File: config.mk
export PLATFORM = sky130hd
export DESIGN_NAME = spi_port
export DESIGN_NICKNAME = d
export VERILOG_FILES = /design/src/spi_port_pkg.sv /design/src/spi_sync3.sv /design/src/spi_word_buffer.sv /design/src/spi_port.sv
export VERILOG_INCLUDE_DIRS = /design/src
export SDC_FILE = /design/constraint.sdc
export NUM_CORES = 1
export LEC_CHECK = 0
export BUFFER_PORTS_ARGS = -buffer_cell sky130_fd_sc_hd__buf_2
export CAP_MARGIN = 40
export CORE_MARGIN = 1.5
export CORE_UTILIZATION = 45
export CTS_BUF_LIST = sky130_fd_sc_hd__clkbuf_2 sky130_fd_sc_hd__clkbuf_4 sky130_fd_sc_hd__clkbuf_8
export CTS_CLUSTER_SIZE = 8
export DETAILED_ROUTE_END_ITERATION = 16
export GPL_TIMING_DRIVEN = 1
export MAX_ROUTING_LAYER = met4
export SLEW_MARGIN = 20
export SYNTH_ARGS = -nofsm -noshare
export SYNTH_HDL_FRONTEND = slang
export SYNTH_SLANG_ARGS = --single-unit
File: constraint.sdc
create_clock -name clock -period 5.33 [get_ports clock]
set_input_delay 0 -clock clock [delete_from_list [all_inputs] [get_ports clock]]
set_output_delay 0 -clock clock [all_outputs]
set_load 0.05 [all_outputs]
File: src/spi_port_params.svh
// constants of the clock-stop serial port: offsets, fields, reset values, counts
`ifndef SPI_PORT_PARAMS_SVH
`define SPI_PORT_PARAMS_SVH

`define SPI_WORD_BITS 8
`define SPI_BITCNT_BITS 4
`define SPI_LAST_BIT 4'h7
`define SPI_FULL_WORD 4'h8
`define SPI_EDGE_BITS 5
`define SPI_LAST_EDGE 5'h0f
`define SPI_PHASE_BITS 9
`define SPI_ONE_TICK 9'h001
`define SPI_SYNC_BITS 5

`define AXI_ADDR_BITS 8
`define OFS_CONTROL 8'h00
`define OFS_DIVIDER 8'h04
`define OFS_TXDATA 8'h08
`define OFS_RXDATA 8'h0c
`define OFS_STATUS 8'h10
`define RESP_OKAY 2'h0
`define RESP_SLVERR 2'h2

`define CTL_BITS 11
`define CTL_RESET 11'h07c
`define CTL_ENABLE 0
`define CTL_MODE_DELAY 1
`define CTL_MODE_STOP 2
`define CTL_TX_CLK_POL 3
`define CTL_DIV_IN_SEL 4
`define CTL_RX_FS_POL 5
`define CTL_TX_FS_POL 6
`define CTL_TX_CLK_DIR 7
`define CTL_TX_FS_DIR 8
`define CTL_RX_CLK_DIR 9
`define CTL_RX_FS_DIR 10
`define DIV_BITS 8
`define DIV_RESET 8'h01

`define STS_OVERRUN 3
`define STS_UNDERRUN 4

`endif

File: src/spi_port_pkg.sv
// types shared by the clock-stop serial port
`include "spi_port_params.svh"

package spi_port_pkg;
    typedef logic [`SPI_WORD_BITS-1:0] word_t;
    typedef logic [`SPI_PHASE_BITS-1:0] phase_t;
    typedef enum logic [1:0] {
        ST_IDLE = 2'b00,
        ST_SHIFT = 2'b01,
        ST_TAIL = 2'b10
    } master_state_t;
endpackage

File: src/spi_sync3.sv
// three-stage input synchroniser with agreement filter on the last two stages
`timescale 1ns/1ps

module spi_sync3 #(
    parameter int W = 1
) (
    // clock and reset
    input wire logic clock,
    input wire logic rst_n,
    // asynchronous levels in, filtered levels out
    input wire logic [W-1:0] din,
    output logic [W-1:0] dout
);
    logic [W-1:0] s1_q, s2_q, s3_q, out_q;
    logic [W-1:0] s1_d, s2_d, s3_d, out_d;

    always_comb begin
        s1_d = din;
        s2_d = s1_q;
        s3_d = s2_q;
        out_d = out_q;
        for (int i = 0; i < W; i++) begin
            if (s2_q[i] == s3_q[i]) begin
                out_d[i] = s3_q[i];
            end
        end
    end

    always_ff @(posedge clock) begin
        if (!rst_n) begin
            s1_q <= '0;
            s2_q <= '0;
            s3_q <= '0;
            out_q <= '0;
        end else begin
            s1_q <= s1_d;
            s2_q <= s2_d;
            s3_q <= s3_d;
            out_q <= out_d;
        end
    end

    assign dout = out_q;
endmodule // spi_sync3

File: src/spi_word_buffer.sv
// two-entry word buffer with valid and ready on both sides
`timescale 1ns/1ps

module spi_word_buffer
    import spi_port_pkg::*;
(
    // clock and reset
    input wire logic clock,
    input wire logic rst_n,
    // filling side
    input wire logic inValid,
    output logic inReady,
    input wire word_t inData,
    // draining side
    output logic outValid,
    input wire logic outReady,
    output word_t outData
);
    word_t mem_q [2];
    word_t mem_d [2];
    logic wrPtr_q, rdPtr_q, wrPtr_d, rdPtr_d;
    logic [1:0] count_q, count_d;
    logic push, pop;

    assign inReady = (count_q != 2'h2);
    assign outValid = (count_q != 2'h0);
    assign outData = mem_q[rdPtr_q];
    assign push = inValid & inReady;
    assign pop = outValid & outReady;

    always_comb begin
        mem_d = mem_q;
        wrPtr_d = wrPtr_q;
        rdPtr_d = rdPtr_q;
        count_d = count_q;
        if (push) begin
            mem_d[wrPtr_q] = inData;
            wrPtr_d = ~wrPtr_q;
        end
        if (pop) begin
            rdPtr_d = ~rdPtr_q;
        end
        if (push && !pop) begin
            count_d = count_q + 2'h1;
        end else if (pop && !push) begin
            count_d = count_q - 2'h1;
        end
    end

    always_ff @(posedge clock) begin
        if (!rst_n) begin
            mem_q[0] <= '0;
            mem_q[1] <= '0;
            wrPtr_q <= 1'b0;
            rdPtr_q <= 1'b0;
            count_q <= 2'h0;
        end else begin
            mem_q <= mem_d;
            wrPtr_q <= wrPtr_d;
            rdPtr_q <= rdPtr_d;
            count_q <= count_d;
        end
    end
endmodule // spi_word_buffer

File: src/spi_port.sv
// clock-stop serial port, master or slave, with AXI4-Lite register access
//
// Added by the designer: the address map and register access over AXI4-Lite.
`timescale 1ns/1ps
`include "spi_port_params.svh"

module spi_port
    import spi_port_pkg::*;
(
    // clock and reset
    input wire logic clock,
    input wire logic rst_n,
    // axi4-lite write address and data
    input wire logic [`AXI_ADDR_BITS-1:0] awaddr,
    input wire logic awvalid,
    output logic awready,
    input wire logic [31:0] wdata,
    input wire logic [3:0] wstrb,
    input wire logic wvalid,
    output logic wready,
    // axi4-lite write response
    output logic [1:0] bresp,
    output logic bvalid,
    input wire logic bready,
    // axi4-lite read
    input wire logic [`AXI_ADDR_BITS-1:0] araddr,
    input wire logic arvalid,
    output logic arready,
    output logic [31:0] rdata,
    output logic [1:0] rresp,
    output logic rvalid,
    input wire logic rready,
    // external divider input clock pin
    input wire logic sampleClockPin,
    // bit clock pin
    input wire logic txBitClockIn,
    output logic txBitClockOut,
    output logic txBitClockOe,
    // frame sync pins
    input wire logic txFrameSyncIn,
    output logic txFrameSyncOut,
    output logic txFrameSyncOe,
    input wire logic rxFrameSyncIn,
    output logic rxFrameSyncOut,
    output logic rxFrameSyncOe,
    // serial data pins
    input wire logic serialInPin,
    output logic serialOutPin,
    output logic serialOutOe
);
    ////////////////////////////////////////////////////////////////////////////
    // configuration fields
    logic [`CTL_BITS-1:0] ctl_q, ctl_d;
    logic [`DIV_BITS-1:0] div_q, div_d;
    logic overrun_q, overrun_d, underrun_q, underrun_d;
    logic enable, delayMode, stopMode, isMaster, runMaster;

    assign enable = ctl_q[`CTL_ENABLE];
    assign delayMode = ctl_q[`CTL_MODE_DELAY];
    assign stopMode = ctl_q[`CTL_MODE_STOP];
    assign isMaster = ctl_q[`CTL_TX_CLK_DIR];
    assign runMaster = enable & stopMode & isMaster;

    ////////////////////////////////////////////////////////////////////////////
    // buffers
    logic txInValid, txInReady, txOutValid, txOutReady;
    logic rxInValid, rxInReady, rxOutValid, rxOutReady;
    word_t txInData, txOutData, rxInData, rxOutData;

    spi_word_buffer txBuffer (
        .clock(clock),
        .rst_n(rst_n),
        .inValid(txInValid),
        .inReady(txInReady),
        .inData(txInData),
        .outValid(txOutValid),
        .outReady(txOutReady),
        .outData(txOutData)
    );

    spi_word_buffer rxBuffer (
        .clock(clock),
        .rst_n(rst_n),
        .inValid(rxInValid),
        .inReady(rxInReady),
        .inData(rxInData),
        .outValid(rxOutValid),
        .outReady(rxOutReady),
        .outData(rxOutData)
    );

    ////////////////////////////////////////////////////////////////////////////
    // pin synchronisers and edge detection
    logic [`SPI_SYNC_BITS-1:0] syncOut;
    logic extClk, pinClk, txSel, rxSel, serialIn;
    logic extPrev_q, clkPrev_q, selPrev_q, extPrev_d, clkPrev_d, selPrev_d;
    logic txSelAct, rxSelAct, tick, sRise, sFall, sStart, sEnd;

    spi_sync3 #(.W(`SPI_SYNC_BITS)) pinSync (
        .clock(clock),
        .rst_n(rst_n),
        .din({serialInPin, rxFrameSyncIn, txFrameSyncIn, txBitClockIn, sampleClockPin}),
        .dout(syncOut)
    );

    assign {serialIn, rxSel, txSel, pinClk, extClk} = syncOut;
    assign txSelAct = ctl_q[`CTL_TX_FS_POL] ? ~txSel : txSel;
    assign rxSelAct = ctl_q[`CTL_RX_FS_POL] ? ~rxSel : rxSel;
    // one tick per divider input period
    assign tick = ctl_q[`CTL_DIV_IN_SEL] | (extClk & ~extPrev_q);
    assign sRise = pinClk & ~clkPrev_q;
    assign sFall = ~pinClk & clkPrev_q;
    assign sStart = enable & stopMode & ~isMaster & txSelAct & ~selPrev_q;
    assign sEnd = ~txSelAct & selPrev_q;

    always_comb begin
        extPrev_d = extClk;
        clkPrev_d = pinClk;
        selPrev_d = txSelAct;
    end

    always_ff @(posedge clock) begin
        if (!rst_n) begin
            extPrev_q <= 1'b0;
            clkPrev_q <= 1'b0;
            selPrev_q <= 1'b0;
        end else begin
            extPrev_q <= extPrev_d;
            clkPrev_q <= clkPrev_d;
            selPrev_q <= selPrev_d;
        end
    end

    ////////////////////////////////////////////////////////////////////////////
    // bit clock phase lengths in divider ticks
    phase_t halfDiv, oddSum, oddHalf, hTicks, lTicks, hRaw, lRaw, period;
    logic evenDiv;

    assign halfDiv = {2'b00, div_q[`DIV_BITS-1:1]};
    assign oddSum = {1'b0, div_q} + `SPI_ONE_TICK;
    assign oddHalf = {1'b0, oddSum[`SPI_PHASE_BITS-1:1]};
    assign evenDiv = ~div_q[0] & (div_q != '0);
    assign hRaw = evenDiv ? halfDiv + `SPI_ONE_TICK : oddHalf;
    assign lRaw = evenDiv ? halfDiv : oddHalf;
    // a phase shorter than one tick cannot be made, so it is stretched to one
    assign hTicks = (hRaw == '0) ? `SPI_ONE_TICK : hRaw;
    assign lTicks = (lRaw == '0) ? `SPI_ONE_TICK : lRaw;
    assign period = hTicks + lTicks;

    ////////////////////////////////////////////////////////////////////////////
    // master bit clock and select sequencer
    master_state_t mstState_q, mstState_d;
    phase_t phase_q, phase_d;
    logic [`SPI_EDGE_BITS-1:0] edge_q, edge_d;
    logic clkLevel_q, clkLevel_d;
    logic mStart, mEnd, mRise, mFall;

    always_comb begin
        mstState_d = mstState_q;
        phase_d = phase_q;
        edge_d = edge_q;
        clkLevel_d = clkLevel_q;
        mStart = 1'b0;
        mEnd = 1'b0;
        mRise = 1'b0;
        mFall = 1'b0;
        case (mstState_q)
            ST_IDLE: begin
                if (runMaster && txOutValid && rxInReady) begin
                    mStart = 1'b1;
                    mstState_d = ST_SHIFT;
                    edge_d = '0;
                    // delayed mode waits a full period before the first edge
                    phase_d = delayMode ? period : hTicks;
                end
            end
            ST_SHIFT: begin
                if (tick) begin
                    if (phase_q <= `SPI_ONE_TICK) begin
                        clkLevel_d = ~clkLevel_q;
                        mFall = clkLevel_q;
                        mRise = ~clkLevel_q;
                        edge_d = edge_q + 1'b1;
                        phase_d = clkLevel_q ? lTicks : hTicks;
                        if (edge_q == `SPI_LAST_EDGE) begin
                            mstState_d = ST_TAIL;
                        end
                    end else begin
                        phase_d = phase_q - `SPI_ONE_TICK;
                    end
                end
            end
            ST_TAIL: begin
                if (tick) begin
                    if (phase_q <= `SPI_ONE_TICK) begin
                        mstState_d = ST_IDLE;
                        mEnd = 1'b1;
                    end else begin
                        phase_d = phase_q - `SPI_ONE_TICK;
                    end
                end
            end
            default: begin
                mstState_d = ST_IDLE;
            end
        endcase
        if (!runMaster && mstState_q != ST_IDLE) begin
            mstState_d = ST_IDLE;
            mEnd = 1'b1;
            clkLevel_d = 1'b1;
        end
    end

    always_ff @(posedge clock) begin
        if (!rst_n) begin
            mstState_q <= ST_IDLE;
            phase_q <= '0;
            edge_q <= '0;
            clkLevel_q <= 1'b1;
        end else begin
            mstState_q <= mstState_d;
            phase_q <= phase_d;
            edge_q <= edge_d;
            clkLevel_q <= clkLevel_d;
        end
    end

    ////////////////////////////////////////////////////////////////////////////
    // shift engine shared by master and slave
    word_t txShift_q, txShift_d, rxShift_q, rxShift_d;
    logic [`SPI_BITCNT_BITS-1:0] bitCnt_q, bitCnt_d;
    logic pend_q, pend_d, active_q, active_d;
    logic riseEdge, fallEdge, sampleEdge, updateEdge, doSample, load;

    assign riseEdge = isMaster ? mRise : (sRise & active_q);
    assign fallEdge = isMaster ? mFall : (sFall & active_q);
    assign sampleEdge = delayMode ? fallEdge : riseEdge;
    assign updateEdge = delayMode ? riseEdge : fallEdge;
    assign doSample = sampleEdge & (bitCnt_q != `SPI_FULL_WORD) & (isMaster | rxSelAct);
    assign load = mStart | sStart;
    assign txOutReady = mStart | (sStart & txOutValid);
    assign rxInData = {rxShift_q[`SPI_WORD_BITS-2:0], serialIn};
    assign rxInValid = doSample & (bitCnt_q == `SPI_LAST_BIT);

    always_comb begin
        txShift_d = txShift_q;
        rxShift_d = rxShift_q;
        bitCnt_d = bitCnt_q;
        pend_d = pend_q;
        active_d = active_q;
        if (load) begin
            // slave with nothing queued sends zeros
            txShift_d = txOutValid ? txOutData : '0;
            bitCnt_d = '0;
            pend_d = 1'b0;
            active_d = 1'b1;
        end else begin
            if (doSample) begin
                rxShift_d = rxInData;
                bitCnt_d = bitCnt_q + 1'b1;
                pend_d = 1'b1;
            end
            if (updateEdge && pend_q && bitCnt_q != `SPI_FULL_WORD) begin
                txShift_d = {txShift_q[`SPI_WORD_BITS-2:0], 1'b0};
                pend_d = 1'b0;
            end
            if (mEnd || (sEnd && !isMaster)) begin
                active_d = 1'b0;
            end
        end
    end

    always_ff @(posedge clock) begin
        if (!rst_n) begin
            txShift_q <= '0;
            rxShift_q <= '0;
            bitCnt_q <= '0;
            pend_q <= 1'b0;
            active_q <= 1'b0;
        end else begin
            txShift_q <= txShift_d;
            rxShift_q <= rxShift_d;
            bitCnt_q <= bitCnt_d;
            pend_q <= pend_d;
            active_q <= active_d;
        end
    end

    ////////////////////////////////////////////////////////////////////////////
    // pins
    assign serialOutPin = txShift_q[`SPI_WORD_BITS-1];
    assign serialOutOe = active_q;
    assign txBitClockOut = ctl_q[`CTL_TX_CLK_POL] ? clkLevel_q : ~clkLevel_q;
    assign txBitClockOe = ctl_q[`CTL_TX_CLK_DIR];
    // select is low (high with the frame sync polarity bit clear) for the whole word while the master sequencer runs
    assign txFrameSyncOut = ctl_q[`CTL_TX_FS_POL] ^ (mstState_q != ST_IDLE);
    assign txFrameSyncOe = ctl_q[`CTL_TX_FS_DIR];
    assign rxFrameSyncOut = ctl_q[`CTL_RX_FS_POL] ^ (mstState_q != ST_IDLE);
    assign rxFrameSyncOe = ctl_q[`CTL_RX_FS_DIR];

    ////////////////////////////////////////////////////////////////////////////
    // axi4-lite write side
    logic awHeld_q, awHeld_d, wHeld_q, wHeld_d, bvalid_q, bvalid_d;
    logic [`AXI_ADDR_BITS-1:0] awAddr_q, awAddr_d;
    logic [31:0] wData_q, wData_d, laneMask;
    logic [3:0] wStrb_q, wStrb_d;
    logic [1:0] bresp_q, bresp_d;
    logic doWrite, overrunSet, underrunSet;

    assign awready = ~awHeld_q & ~bvalid_q;
    assign wready = ~wHeld_q & ~bvalid_q;
    assign bvalid = bvalid_q;
    assign bresp = bresp_q;
    // a data word waits here while the transmit buffer is full
    assign doWrite = awHeld_q & wHeld_q & ~bvalid_q & ((awAddr_q != `OFS_TXDATA) | txInReady);
    assign laneMask = {{8{wStrb_q[3]}}, {8{wStrb_q[2]}}, {8{wStrb_q[1]}}, {8{wStrb_q[0]}}};
    assign txInValid = doWrite & (awAddr_q == `OFS_TXDATA) & wStrb_q[0];
    assign txInData = wData_q[`SPI_WORD_BITS-1:0];
    assign overrunSet = rxInValid & ~rxInReady;
    assign underrunSet = sStart & ~txOutValid;

    always_comb begin
        awHeld_d = awHeld_q;
        wHeld_d = wHeld_q;
        bvalid_d = bvalid_q;
        awAddr_d = awAddr_q;
        wData_d = wData_q;
        wStrb_d = wStrb_q;
        bresp_d = bresp_q;
        ctl_d = ctl_q;
        div_d = div_q;
        overrun_d = overrun_q;
        underrun_d = underrun_q;
        if (awvalid && awready) begin
            awHeld_d = 1'b1;
            awAddr_d = awaddr;
        end
        if (wvalid && wready) begin
            wHeld_d = 1'b1;
            wData_d = wdata;
            wStrb_d = wstrb;
        end
        if (doWrite) begin
            awHeld_d = 1'b0;
            wHeld_d = 1'b0;
            bvalid_d = 1'b1;
            bresp_d = `RESP_OKAY;
            if (awAddr_q == `OFS_CONTROL) begin
                ctl_d = (ctl_q & ~laneMask[`CTL_BITS-1:0])
                    | (wData_q[`CTL_BITS-1:0] & laneMask[`CTL_BITS-1:0]);
            end else if (awAddr_q == `OFS_DIVIDER) begin
                if (wStrb_q[0]) begin
                    div_d = wData_q[`DIV_BITS-1:0];
                end
            end else if (awAddr_q == `OFS_STATUS) begin
                if (wStrb_q[0] && wData_q[`STS_OVERRUN]) begin
                    overrun_d = 1'b0;
                end
                if (wStrb_q[0] && wData_q[`STS_UNDERRUN]) begin
                    underrun_d = 1'b0;
                end
            end else if (awAddr_q != `OFS_TXDATA) begin
                bresp_d = `RESP_SLVERR;
            end
        end
        if (bvalid_q && bready) begin
            bvalid_d = 1'b0;
        end
        // a new event wins over a clear in the same cycle
        if (overrunSet) begin
            overrun_d = 1'b1;
        end
        if (underrunSet) begin
            underrun_d = 1'b1;
        end
    end

    always_ff @(posedge clock) begin
        if (!rst_n) begin
            awHeld_q <= 1'b0;
            wHeld_q <= 1'b0;
            bvalid_q <= 1'b0;
            awAddr_q <= '0;
            wData_q <= '0;
            wStrb_q <= '0;
            bresp_q <= `RESP_OKAY;
            ctl_q <= `CTL_RESET;
            div_q <= `DIV_RESET;
            overrun_q <= 1'b0;
            underrun_q <= 1'b0;
        end else begin
            awHeld_q <= awHeld_d;
            wHeld_q <= wHeld_d;
            bvalid_q <= bvalid_d;
            awAddr_q <= awAddr_d;
            wData_q <= wData_d;
            wStrb_q <= wStrb_d;
            bresp_q <= bresp_d;
            ctl_q <= ctl_d;
            div_q <= div_d;
            overrun_q <= overrun_d;
            underrun_q <= underrun_d;
        end
    end

    ////////////////////////////////////////////////////////////////////////////
    // axi4-lite read side
    logic rvalid_q, rvalid_d;
    logic [31:0] rdata_q, rdata_d;
    logic [1:0] rresp_q, rresp_d;
    logic busy;

    assign busy = active_q | (mstState_q != ST_IDLE);
    assign arready = ~rvalid_q;
    assign rvalid = rvalid_q;
    assign rdata = rdata_q;
    assign rresp = rresp_q;
    assign rxOutReady = arvalid & arready & (araddr == `OFS_RXDATA);

    always_comb begin
        rvalid_d = rvalid_q;
        rdata_d = rdata_q;
        rresp_d = rresp_q;
        if (arvalid && arready) begin
            rvalid_d = 1'b1;
            rresp_d = `RESP_OKAY;
            rdata_d = '0;
            if (araddr == `OFS_CONTROL) begin
                rdata_d[`CTL_BITS-1:0] = ctl_q;
            end else if (araddr == `OFS_DIVIDER) begin
                rdata_d[`DIV_BITS-1:0] = div_q;
            end else if (araddr == `OFS_TXDATA) begin
                rdata_d = '0;
            end else if (araddr == `OFS_RXDATA) begin
                rdata_d[`SPI_WORD_BITS-1:0] = rxOutValid ? rxOutData : '0;
            end else if (araddr == `OFS_STATUS) begin
                rdata_d[4:0] = {underrun_q, overrun_q, rxOutValid, ~txInReady, busy};
            end else begin
                rresp_d = `RESP_SLVERR;
            end
        end else if (rvalid_q && rready) begin
            rvalid_d = 1'b0;
        end
    end

    always_ff @(posedge clock) begin
        if (!rst_n) begin
            rvalid_q <= 1'b0;
            rdata_q <= '0;
            rresp_q <= `RESP_OKAY;
        end else begin
            rvalid_q <= rvalid_d;
            rdata_q <= rdata_d;
            rresp_q <= rresp_d;
        end
    end
endmodule // spi_port

==> summary.md, run 1 <==
| Metric | Value |
|---|---|
| Post-DP HPWL | `approximately 15000 um` |
| Crit path time final | `between 4 and 5 ns` |
| Cell Area, Placed | `8840 um^2` |
| WL final | `between 20000 and 25000 um` |
| Chip height | `roughly 140 um` |
| Max Fclk | `0.241 GHz` |
| # setup viols final | `0` |
| Most used cell, CP | `ha_1` |
| Most frequent cells in the layout | `dfxtp_1, nand2_1, nor2_1` |
| Cell area after synthesis | `8440 um^2` |
| Normalized max-slew margin | `between 40% and 50%` |
| H-tree depth | `4` |
| Post-synthesis sequential area ratio | `between 30% and 40%` |
| CTS root buffer | `clkbuf_8` |
| DRT Pass-1 Iters | `8` |
| Routed length per instance | `15.7 um` |
| Critical Path Start Type | `flop` |
| Top FF cell, synth | `dfxtp_1` |
| Core area | `around 18000 um^2` |
| R2R cell count | `14` |
| Post-synth top area share | `~38%` |
| CP max-delay cell | `dfxtp_1` |
| CP Capture Type | `flop` |
| Antenna violations before repair | `0` |
| Synth-to-Final Area Change | `15.4%` |
| Outcome | `complete, no violations` |
| Period utilisation layout | `about 80%` |
| Worst skew pair latency | `roughly 0.46 ns` |
| Global-route wire length before repair | `35000 um` |
| Largest net degree at the start of global routing | `76` |
| R2R setup slack | `between 1 and 1.5 ns` |
| Multi-input logic area | `4830 um^2` |
| # diodes | `0` |
| Post-synthesis cell count | `a little over 1000` |
| Num CTS Buffers | `17` |
| Worst slew pin tran | `0.876 ns` |
| Row cnt | `49` |
| Number of remaining DRC errors | `0` |
| Yosys warnings | `0` |
| Fin util | `between 50% and 60%` |
| Routed vias | `roughly 7400` |
| Pleak | `between 3 and 4 nW` |
| Post-synth ARST share | `0%` |
| Share of cells above drive strength 1 | `between 10% and 20%` |
| Post-synth top area cell | `dfxtp_1` |
| Max Cap Violations | `0` |
| Full die area | `19600 um^2` |
| Total Routing Usage GR | `a little under a quarter` |
| RR Endpoint | `phase_q[8]` |
| Post-CTS Setup Repair Bufs | `0` |
| Commonest non-fill, non-tap cell in the layout | `dfxtp_1` |
| Die width | `140 um` |
| GRT overflow | `0` |
| Critical setup path kind | `reg -> reg` |
| Max stage delay on crit path | `roughly 0.84 ns` |
| Max FO, Critical Path | `21` |
| Post-DRT Antenna Nets | `0` |
| PortBufs | `66` |
| Setup TNS | `0 ns` |
| CTS tree | `yes` |
| Boundary pin count | `about 110` |
| Final hold vios | `0` |
| Fill count | `about 1700` |
| Critical path data arrival time | `4.52 ns` |
| GPL Wtd Cong | `~0.85` |
| Worst R2R Start | `div_q[0]` |
| Hold wc startpoint | `araddr[6]` |
| Clock Sink Count | `160` |
| Starting Density | `a little under half` |
| Hold buffer count at cts | `46` |
| P per Cell Area | `250 nW/um^2` |
| Vias in the first global route | `6892` |
| Distinct cells, synth | `84` |
| Hold Path Class | `in -> reg` |
| CP Data Required Time | `around 5.7 ns` |
| Final Max Slew Viols | `0` |
| Skew final | `~0.014 ns` |
| Synth Area per Inst | `between 8 and 9 um^2` |
| Peak VDD IR | `roughly 170 uV` |
| Synth area leaders | `dfxtp_1, mux2i_1, nand2_1` |
| CTS resizes | `0` |
| Hold Path End | `rresp[1]` |
| RSZ-0062 raised after global routing | `false` |
| First-iteration detailed-routing DRC count | `approximately 520` |
| Number of synthesized flops with an enable pin | `0` |
| Via density | `between 5 and 6` |
| Crit-path cells | `inv_1, ha_1, nor3b_1, a21oi_1, mux2i_1, o21ai_0, ha_1, ha_1, a21oi_1, nor2b_1, or4_1, o21ai_0, o31ai_1, o31a_1` |
| Register bit total from synthesis | `160` |
| Fin nets | `1185` |
| Finished Cell Area | `9740 um^2` |
| Seq. cell area | `roughly 3200 um^2` |
| Clock transition at path regs | `around 0.090 ns` |
| Max Root-Sink Buffers | `2` |
| Hold Path Cell Cnt | `5` |
-- stage by stage --
step	std cells	worst slack (ns)	hold slack, ns	power, mW
CTS	1341	1.23	0.0233	2.46
finish	1341	1.18	0.0501	2.43
detailed placement	1263	1.28	0.189	1.45
floorplan	1038	2.01	0.100	1.41
global route	1341	0.896	0.0521	2.53
global placement	1259	1.30	0.186	1.45
-- flip-flops by register name (all words and copies together) (netlist names), 2 cells and up, named ones only --
signal,count
awAddr_q,8
bitCnt_q,4
div_q,8
edge_q,5
mstState_q,2
phase_q,9
pinSync.dout,5
pinSync.s1_q,5
pinSync.s2_q,5
pinSync.s3_q,5
rdata,11
rxBuffer.count_q,2
rxBuffer.mem_q,16
rxShift_q,7
txBuffer.count_q,2
txBuffer.mem_q,16
txShift_q,8
wData_q,11
wStrb_q,2
-- logic make-up (layout without fill, tap and decap cells) --
group,after synthesis,after routing,synth area share (%)
and+or+nand+nor,390,390,22.4
AOI/OAI and AO/OA,229,229,18.1
other,1,23,0.0444
buffers and inverters,105,179,5.84
muxes,68,68,8.21
DFF,160,160,37.9
xor gates and xnor gates,41,41,4.25
adders and majority gates,22,22,3.26
-- metal layers --
metal | global-route usage, % | routed length, um
met3 | 4.07 | 977
met1 | 30.9 | 10300
met5 | - | 0
met4 | 6.15 | 338
met2 | 34.9 | 9430
-- synth_stat cells, types with 6 or more instances --
master and count:
xor2_1 18, inv_1 23, o21ai_0 36, and2_1 23, xnor2_1 23, o211ai_1 8, nor2b_1 8, nand3_1 31
a31oi_1 7, nand2_1 139, ha_1 22, and3_1 7, a211oi_1 14, nor3_1 20, mux2i_1 58, mux2_2 10
o31ai_1 6, nand4_1 10, nand2b_1 11, buf_4 23, a21oi_1 95, nor2_1 100, clkbuf_1 49, dfxtp_1 160
-- worst max-delay path, delay by kind of cell (launching register included) --
family	cells	cell delay, ns
AOI/OAI and AO/OA	6	1.21
DFF	1	0.84
adders and majority gates	3	0.81
and+or+nand+nor	3	0.63
buffers and inverters	1	0.29
muxes	1	0.27
-- power breakdown --
part	switching [mW]	leakage (nW)	internal (mW)
Sequential	0.0205	1.30	1.22
Clock	0.497	0.218	0.486
Combinational	0.143	2.15	0.0681
Total	0.660	3.67	1.77
-- cell type report --
cell class	count	area share, %
tap	229	2.94
clock inverter	14	2.00
inverter	25	0.976
clock buffer	18	2.48
sequential	160	32.9
multi-input combinational	773	49.6
timing repair buffer	122	9.09
-- worst max path at each step --
stage          startpoint          to  slack (ns)  depth (start not counted)
2_1_floorplan    div_q[0]  phase_q[8]        2.01                         15
3_3_place_gp     div_q[0]  phase_q[8]        1.30                         14
3_5_place_dp     div_q[0]  phase_q[8]        1.28                         14
4_1_cts          div_q[0]  phase_q[8]        1.23                         14
5_1_grt          div_q[0]  phase_q[8]        0.90                         14
6_report         div_q[0]  phase_q[8]        1.18                         14
Note: power is estimated with default switching activity, not from simulation.
==> inputs of run 2 (changes only) <==
--- a/config.mk
+++ b/config.mk
@@ -15,6 +15,7 @@
 export DETAILED_ROUTE_END_ITERATION = 16
 export GPL_TIMING_DRIVEN = 1
 export MAX_ROUTING_LAYER = met4
+export PLACE_DENSITY = 0.67
 export SLEW_MARGIN = 20
 export SYNTH_ARGS = -nofsm -noshare
 export SYNTH_HDL_FRONTEND = slang
==> constraint.sdc (replaced) <==
create_clock -name clock -period 3.8 [get_ports clock]
set_input_delay 0 -clock clock [delete_from_list [all_inputs] [get_ports clock]]
set_output_delay 0 -clock clock [all_outputs]
set_load 0.05 [all_outputs]
==> summary.md, run 2 (same netlist as run 1, synthesis figures left out) <==
| Metric | Value |
|---|---|
| Max Root-Sink Buffers | `2` |
| # diodes | `0` |
| Num CTS Buffers | `17` |
| Pre-CTS setup slack | `about 0.28 ns` |
| Die width | `140 um` |
| P per Cell Area | `342 nW/um^2` |
| Synth-to-Final Area Change | `16.6%` |
| Worst slew pin tran | `just under 0.8 ns` |
| Core area | `18200 um^2` |
| Routed vias | `about 7500` |
| Post-DP HPWL | `14900 um` |
| Max FO, Critical Path | `12` |
| Final Max Slew Viols | `0` |
| Largest net degree at the start of global routing | `approximately 70` |
| Starting Density | `46.4%` |
| Row cnt | `between 40 and 50` |
| Pleak | `about 3.7 nW` |
| Boundary pin count | `around 110` |
| Switching Fraction | `28.2%` |
| Sw power | `~0.95 mW` |
| Clock transition at path regs | `approximately 0.10 ns` |
| CP Capture Type | `flop` |
| First-iteration detailed-routing DRC count | `619` |
| Period utilisation layout | `92.8%` |
| Critical path data arrival time | `3.89 ns` |
| Antenna violations before repair | `0` |
| Max Cap Violations | `0` |
| GPL Wtd Cong | `roughly 0.9` |
| RSZ-0062 raised after global routing | `false` |
| Fin nets | `around 1200` |
| Post-DRT Antenna Nets | `0` |
| CTS resizes | `0` |
| H-tree depth | `4` |
| Normalized max-slew margin | `between 40% and 50%` |
| GRT overflow | `0` |
| Skew final | `roughly 0.014 ns` |
| DRT Pass-1 Iters | `5` |
| Commonest non-fill, non-tap cell in the layout | `dfxtp_1` |
| Cell Int Power | `about 2.4 mW` |
| Clock share of power | `between 30 and 40%` |
| Crit path time final | `3.53 ns` |
| Clock Sink Count | `160` |
| CP Data Required Time | `~4.2 ns` |
| Outcome | `complete, no violations` |
| Share of cells above drive strength 1 | `14.5%` |
| Full die area | `19600 um^2` |
| Hold buffer count at cts | `42` |
| Chip height | `roughly 140 um` |
| Worst setup margin | `approximately 0.27 ns` |
| Peak VDD IR | `255 uV` |
| Biggest regs | `rxBuffer.mem_q x16, txBuffer.mem_q x16` |
| Hold Path Class | `in -> reg` |
| Most frequent cells in the layout | `dfxtp_1, nand2_1, nor2_1` |
| Worst skew pair latency | `0.46 ns` |
| Critical Path Start Type | `flop` |
| WL final | `21500 um` |
| Total Routing Usage GR | `between 20% and 30%` |
| Critical setup path kind | `reg -> reg` |
| Setup TNS | `0 ns` |
| Global-route wire length before repair | `approximately 35000 um` |
| Fin util | `54.0%` |
| Via density | `roughly 5.6` |
| Routed length per instance | `about 16 um` |
| PortBufs | `66` |
| Number of remaining DRC errors | `0` |
| # setup viols final | `0` |
| Final hold vios | `0` |
| Vias in the first global route | `roughly 6900` |
| Comb pwr share | `approximately 8.7%` |
| Max Fclk | `around 0.28 GHz` |
| Hold_ws | `0.0416 ns` |
| Reg power frac | `between 50% and 60%` |
| Fill count | `1711` |
| Post-CTS Setup Repair Bufs | `0` |
| CTS tree | `yes` |
| CTS root buffer | `clkbuf_8` |
[run 2: layer usage]
layer  part of all wire [%]  track usage [%]
met5                      0                -
met4                    2.0             7.48
met3                    4.1             4.14
met2                     47             36.5
met1                     47             29.4
[run 2: worst max-delay path: stages, from the launching register on]
cell and delay, ns:
dfxtp_1 0.63, ha_1 0.30, nand3_1 0.14, and4_1 0.20, o211ai_1 0.24, o21ai_0 0.13, ha_1 0.27, ha_1 0.23
a21oi_1 0.15, nor2b_1 0.09, or4_1 0.38, o21ai_0 0.30, o31ai_1 0.11, o31a_1 0.26
[run 2: cell type report]
class | count | area (um^2) | share of cell area (%)
Clock buffer | 17 | 234 | 2.38
Clock inverter | 15 | 193 | 1.96
Inverter | 25 | 95.1 | 0.966
Multi-Input combinational cell | 773 | 4830 | 49.1
Sequential cell | 160 | 3200 | 32.5
Tap cell | 229 | 287 | 2.91
Timing Repair Buffer | 138 | 995 | 10.1
[run 2: per-stage QoR]
stage / total power [mW] / area, um^2 / cells
after global routing: 3.50 / 9840 / 1357
after CTS: 3.40 / 9830 / 1356
after global placement: 2.03 / 8940 / 1278
final: 3.37 / 9840 / 1357
after floorplan: 1.98 / 8520 / 1038
after detailed placement: 2.03 / 8980 / 1282
[run 2: final timing paths]
| kind | start | end | slack [ns] | cells past startpoint |
|---|---|---|---|---|
| worst max-delay path | div_q[2] | phase_q[8] | 0.27 | 13 |
| worst min register to register | pinSync.s1_q[4] | pinSync.s2_q[4] | 0.44 | 1 |
| worst max register to register | div_q[2] | phase_q[8] | 0.27 | 13 |
| worst min-delay path | awvalid | awAddr_q[2] | 0.04 | 4 |
[run 2: power by group through the flow]
stage          clock network [mW]  registers, mW  logic (mW)
2_1_floorplan                   0           1.80       0.185
3_3_place_gp                    0           1.78       0.251
3_5_place_dp                    0           1.78       0.256
4_1_cts                      1.37           1.74       0.290
5_1_grt                      1.44           1.74       0.317
6_report                     1.34           1.74       0.292
==> inputs of run 3 (changes only) <==
--- a/config.mk
+++ b/config.mk
@@ -9,13 +9,13 @@
 export BUFFER_PORTS_ARGS = -buffer_cell sky130_fd_sc_hd__buf_2
 export CAP_MARGIN = 40
 export CORE_MARGIN = 1.5
-export CORE_UTILIZATION = 45
+export CORE_UTILIZATION = 50
 export CTS_BUF_LIST = sky130_fd_sc_hd__clkbuf_2 sky130_fd_sc_hd__clkbuf_4 sky130_fd_sc_hd__clkbuf_8
 export CTS_CLUSTER_SIZE = 8
 export DETAILED_ROUTE_END_ITERATION = 16
 export GPL_TIMING_DRIVEN = 1
 export MAX_ROUTING_LAYER = met4
-export PLACE_DENSITY = 0.67
+export PLACE_DENSITY = 0.73
 export SLEW_MARGIN = 20
 export SYNTH_ARGS = -nofsm -noshare
 export SYNTH_HDL_FRONTEND = slang
==> summary.md, run 3 (same netlist as run 1, synthesis figures left out) <==
| Metric | Value |
|---|---|
| GRT Max-Usage Layer | `met2` |
| Switching Fraction | `a little under 30%` |
| Starting Density | `51.1%` |
| Met3 Use GR | `roughly 4%` |
| GPL Wtd Cong | `0.912` |
| H-tree depth | `4` |
| Boundary pin count | `between 100 and 150` |
| Pleak | `about 3.7 nW` |
| P per Cell Area | `~330 nW/um^2` |
| CTS tree | `yes` |
| Full die area | `17700 um^2` |
| # setup viols final | `0` |
| Critical path data arrival time | `about 4.0 ns` |
| CP Capture Type | `flop` |
| Largest net degree at the start of global routing | `between 70 and 80` |
| Max FO, Critical Path | `9` |
| Clock transition at path regs | `about 0.1 ns` |
| Worst slew pin tran | `approximately 0.78 ns` |
| First-iteration detailed-routing DRC count | `601` |
| DRT Pass-1 Iters | `5` |
| Multi-input logic area | `~4800 um^2` |
| Post-DRT Antenna Nets | `0` |
| Crit path launch | `div_q[1]` |
| Chip height | `133 um` |
| Critical Path Start Type | `flop` |
| Fill count | `about 1400` |
| Cell Int Power | `2.30 mW` |
| Global-route wire length before repair | `about 35000 um` |
| Hold_ws | `0.0261 ns` |
| Most frequent cells in the layout | `dfxtp_1, nand2_1, nor2_1` |
| Synth-to-Final Area Change | `16.0%` |
| Seq. cell area | `3200 um^2` |
| Fin util | `about three fifths` |
| Num CTS Buffers | `17` |
| Reg power frac | `53.1%` |
| Biggest regs | `rxBuffer.mem_q x16, txBuffer.mem_q x16` |
| Fin nets | `1200` |
| Outcome | `complete, no violations` |
| Period utilisation layout | `a little over nine tenths` |
| Final hold vios | `0` |
| Max Root-Sink Buffers | `2` |
| Antenna violations before repair | `0` |
| Via density | `5.61` |
| GR Util met2 | `39.3%` |
| GRT overflow | `0` |
| Most used cell, CP | `ha_1` |
| R2R cell count | `12` |
| # diodes | `0` |
| Worst skew pair latency | `~0.47 ns` |
| PortBufs | `between 60 and 70` |
| Die width | `roughly 130 um` |
| Peak VDD IR | `around 250 uV` |
| Skew final | `0.0147 ns` |
| Routed length per instance | `15.6 um` |
| Routed vias | `about 7600` |
| Vias in the first global route | `approximately 7000` |
| Comb pwr share | `8.9%` |
| Clock share of power | `38.0%` |
| Setup TNS | `0 ns` |
| Hold Path Cell Cnt | `5` |
| Crit path time final | `around 3.6 ns` |
| Max stage delay on crit path | `roughly 0.42 ns` |
| Core area | `around 17000 um^2` |
| CP Data Required Time | `4.22 ns` |
| Sw power | `about 0.98 mW` |
| Max Fclk | `approximately 0.28 GHz` |
| Crit-path cells | `ha_1, and3_1, or4_1, a211o_1, a22oi_1, ha_1, nand2_1, a21oi_1, nor3_1, o31a_1, o311ai_1, o221a_1` |
| Share of cells above drive strength 1 | `between 10% and 20%` |
| RR Endpoint | `phase_q[7]` |
| Clock Sink Count | `160` |
| Post-CTS Setup Repair Bufs | `0` |
| Critical setup path kind | `reg -> reg` |
| Row cnt | `47` |
| RSZ-0062 raised after global routing | `false` |
| Normalized max-slew margin | `a little under half` |
| Number of remaining DRC errors | `0` |
| Hold Path Class | `in -> reg` |
| WL final | `~21000 um` |
| Post-DP HPWL | `14600 um` |
| CTS root buffer | `clkbuf_8` |
| Total Routing Usage GR | `25.0%` |
| Met1 Resource Use GR | `32.1%` |
| Final Max Slew Viols | `0` |
| Worst R2R Start | `div_q[1]` |
| CP max-delay cell | `or4_1` |
| Max Cap Violations | `0` |
| R2R setup slack | `0.23 ns` |
| Commonest non-fill, non-tap cell in the layout | `dfxtp_1` |
| Critical Path End | `phase_q[7]` |
[run 3: repair_timing]
action                                  4_1_cts  5_1_grt
endpoints found under the setup margin        0        3
hold buffers                                 40        0
endpoints found under the hold margin        32        0
resized for setup                             0        3
[run 3: layer usage]
| layer | part of all wire [%] | vias up |
|---|---|---|
| met5 | 0 | - |
| met4 | 2.5 | 0 |
| met3 | 5.7 | 38 |
| met2 | 46 | 257 |
| met1 | 45 | 3509 |
| li1 | - | 3759 |
[run 3: how the worst min path moves through the flow]
stage	start	to	slack (ns)
finish	araddr[6]	rresp[1]	0.03
global route	awvalid	awHeld_q	0.09
CTS	araddr[6]	rresp[1]	0.006
detailed placement	rready	rvalid	0.20
global placement	rready	rvalid	0.18
floorplan	rready	rvalid	0.10
[run 3: worst max-delay path: cells and delay by family (launching register included)]
kind                       cells  cell delay, ns
AOI/OAI and AO/OA              6            1.66
adders and majority gates      2            0.57
DFF                            1            0.40
and+or+nand+nor                4            0.90
[run 3: area by class of cell]
type	instances	share of cell area, %
inverter	25	0.971
tap	220	2.81
multi-input combinational	773	49.4
clock buffer	17	2.39
sequential	160	32.7
clock inverter	15	1.67
timing repair buffer	137	10.0
[run 3: power groups by stage]
| stage | combinational (mW) | sequential, mW | clock, mW |
|---|---|---|---|
| 6_report | 0.292 | 1.74 | 1.24 |
| 5_1_grt | 0.316 | 1.74 | 1.34 |
| 4_1_cts | 0.289 | 1.74 | 1.27 |
| 3_5_place_dp | 0.255 | 1.78 | 0 |
| 3_3_place_gp | 0.250 | 1.78 | 0 |
| 2_1_floorplan | 0.185 | 1.80 | 0 |
[run 3: metrics by stage]
stage,std cells,setup WS (ns),cell area [um^2],power [mW]
after floorplan,1038,0.484,8520,1.98
after global placement,1270,0.339,8930,2.03
after detailed placement,1274,0.247,8980,2.03
after CTS,1346,0.241,9780,3.30
after global routing,1347,0.0169,9790,3.40
final,1347,0.232,9790,3.28
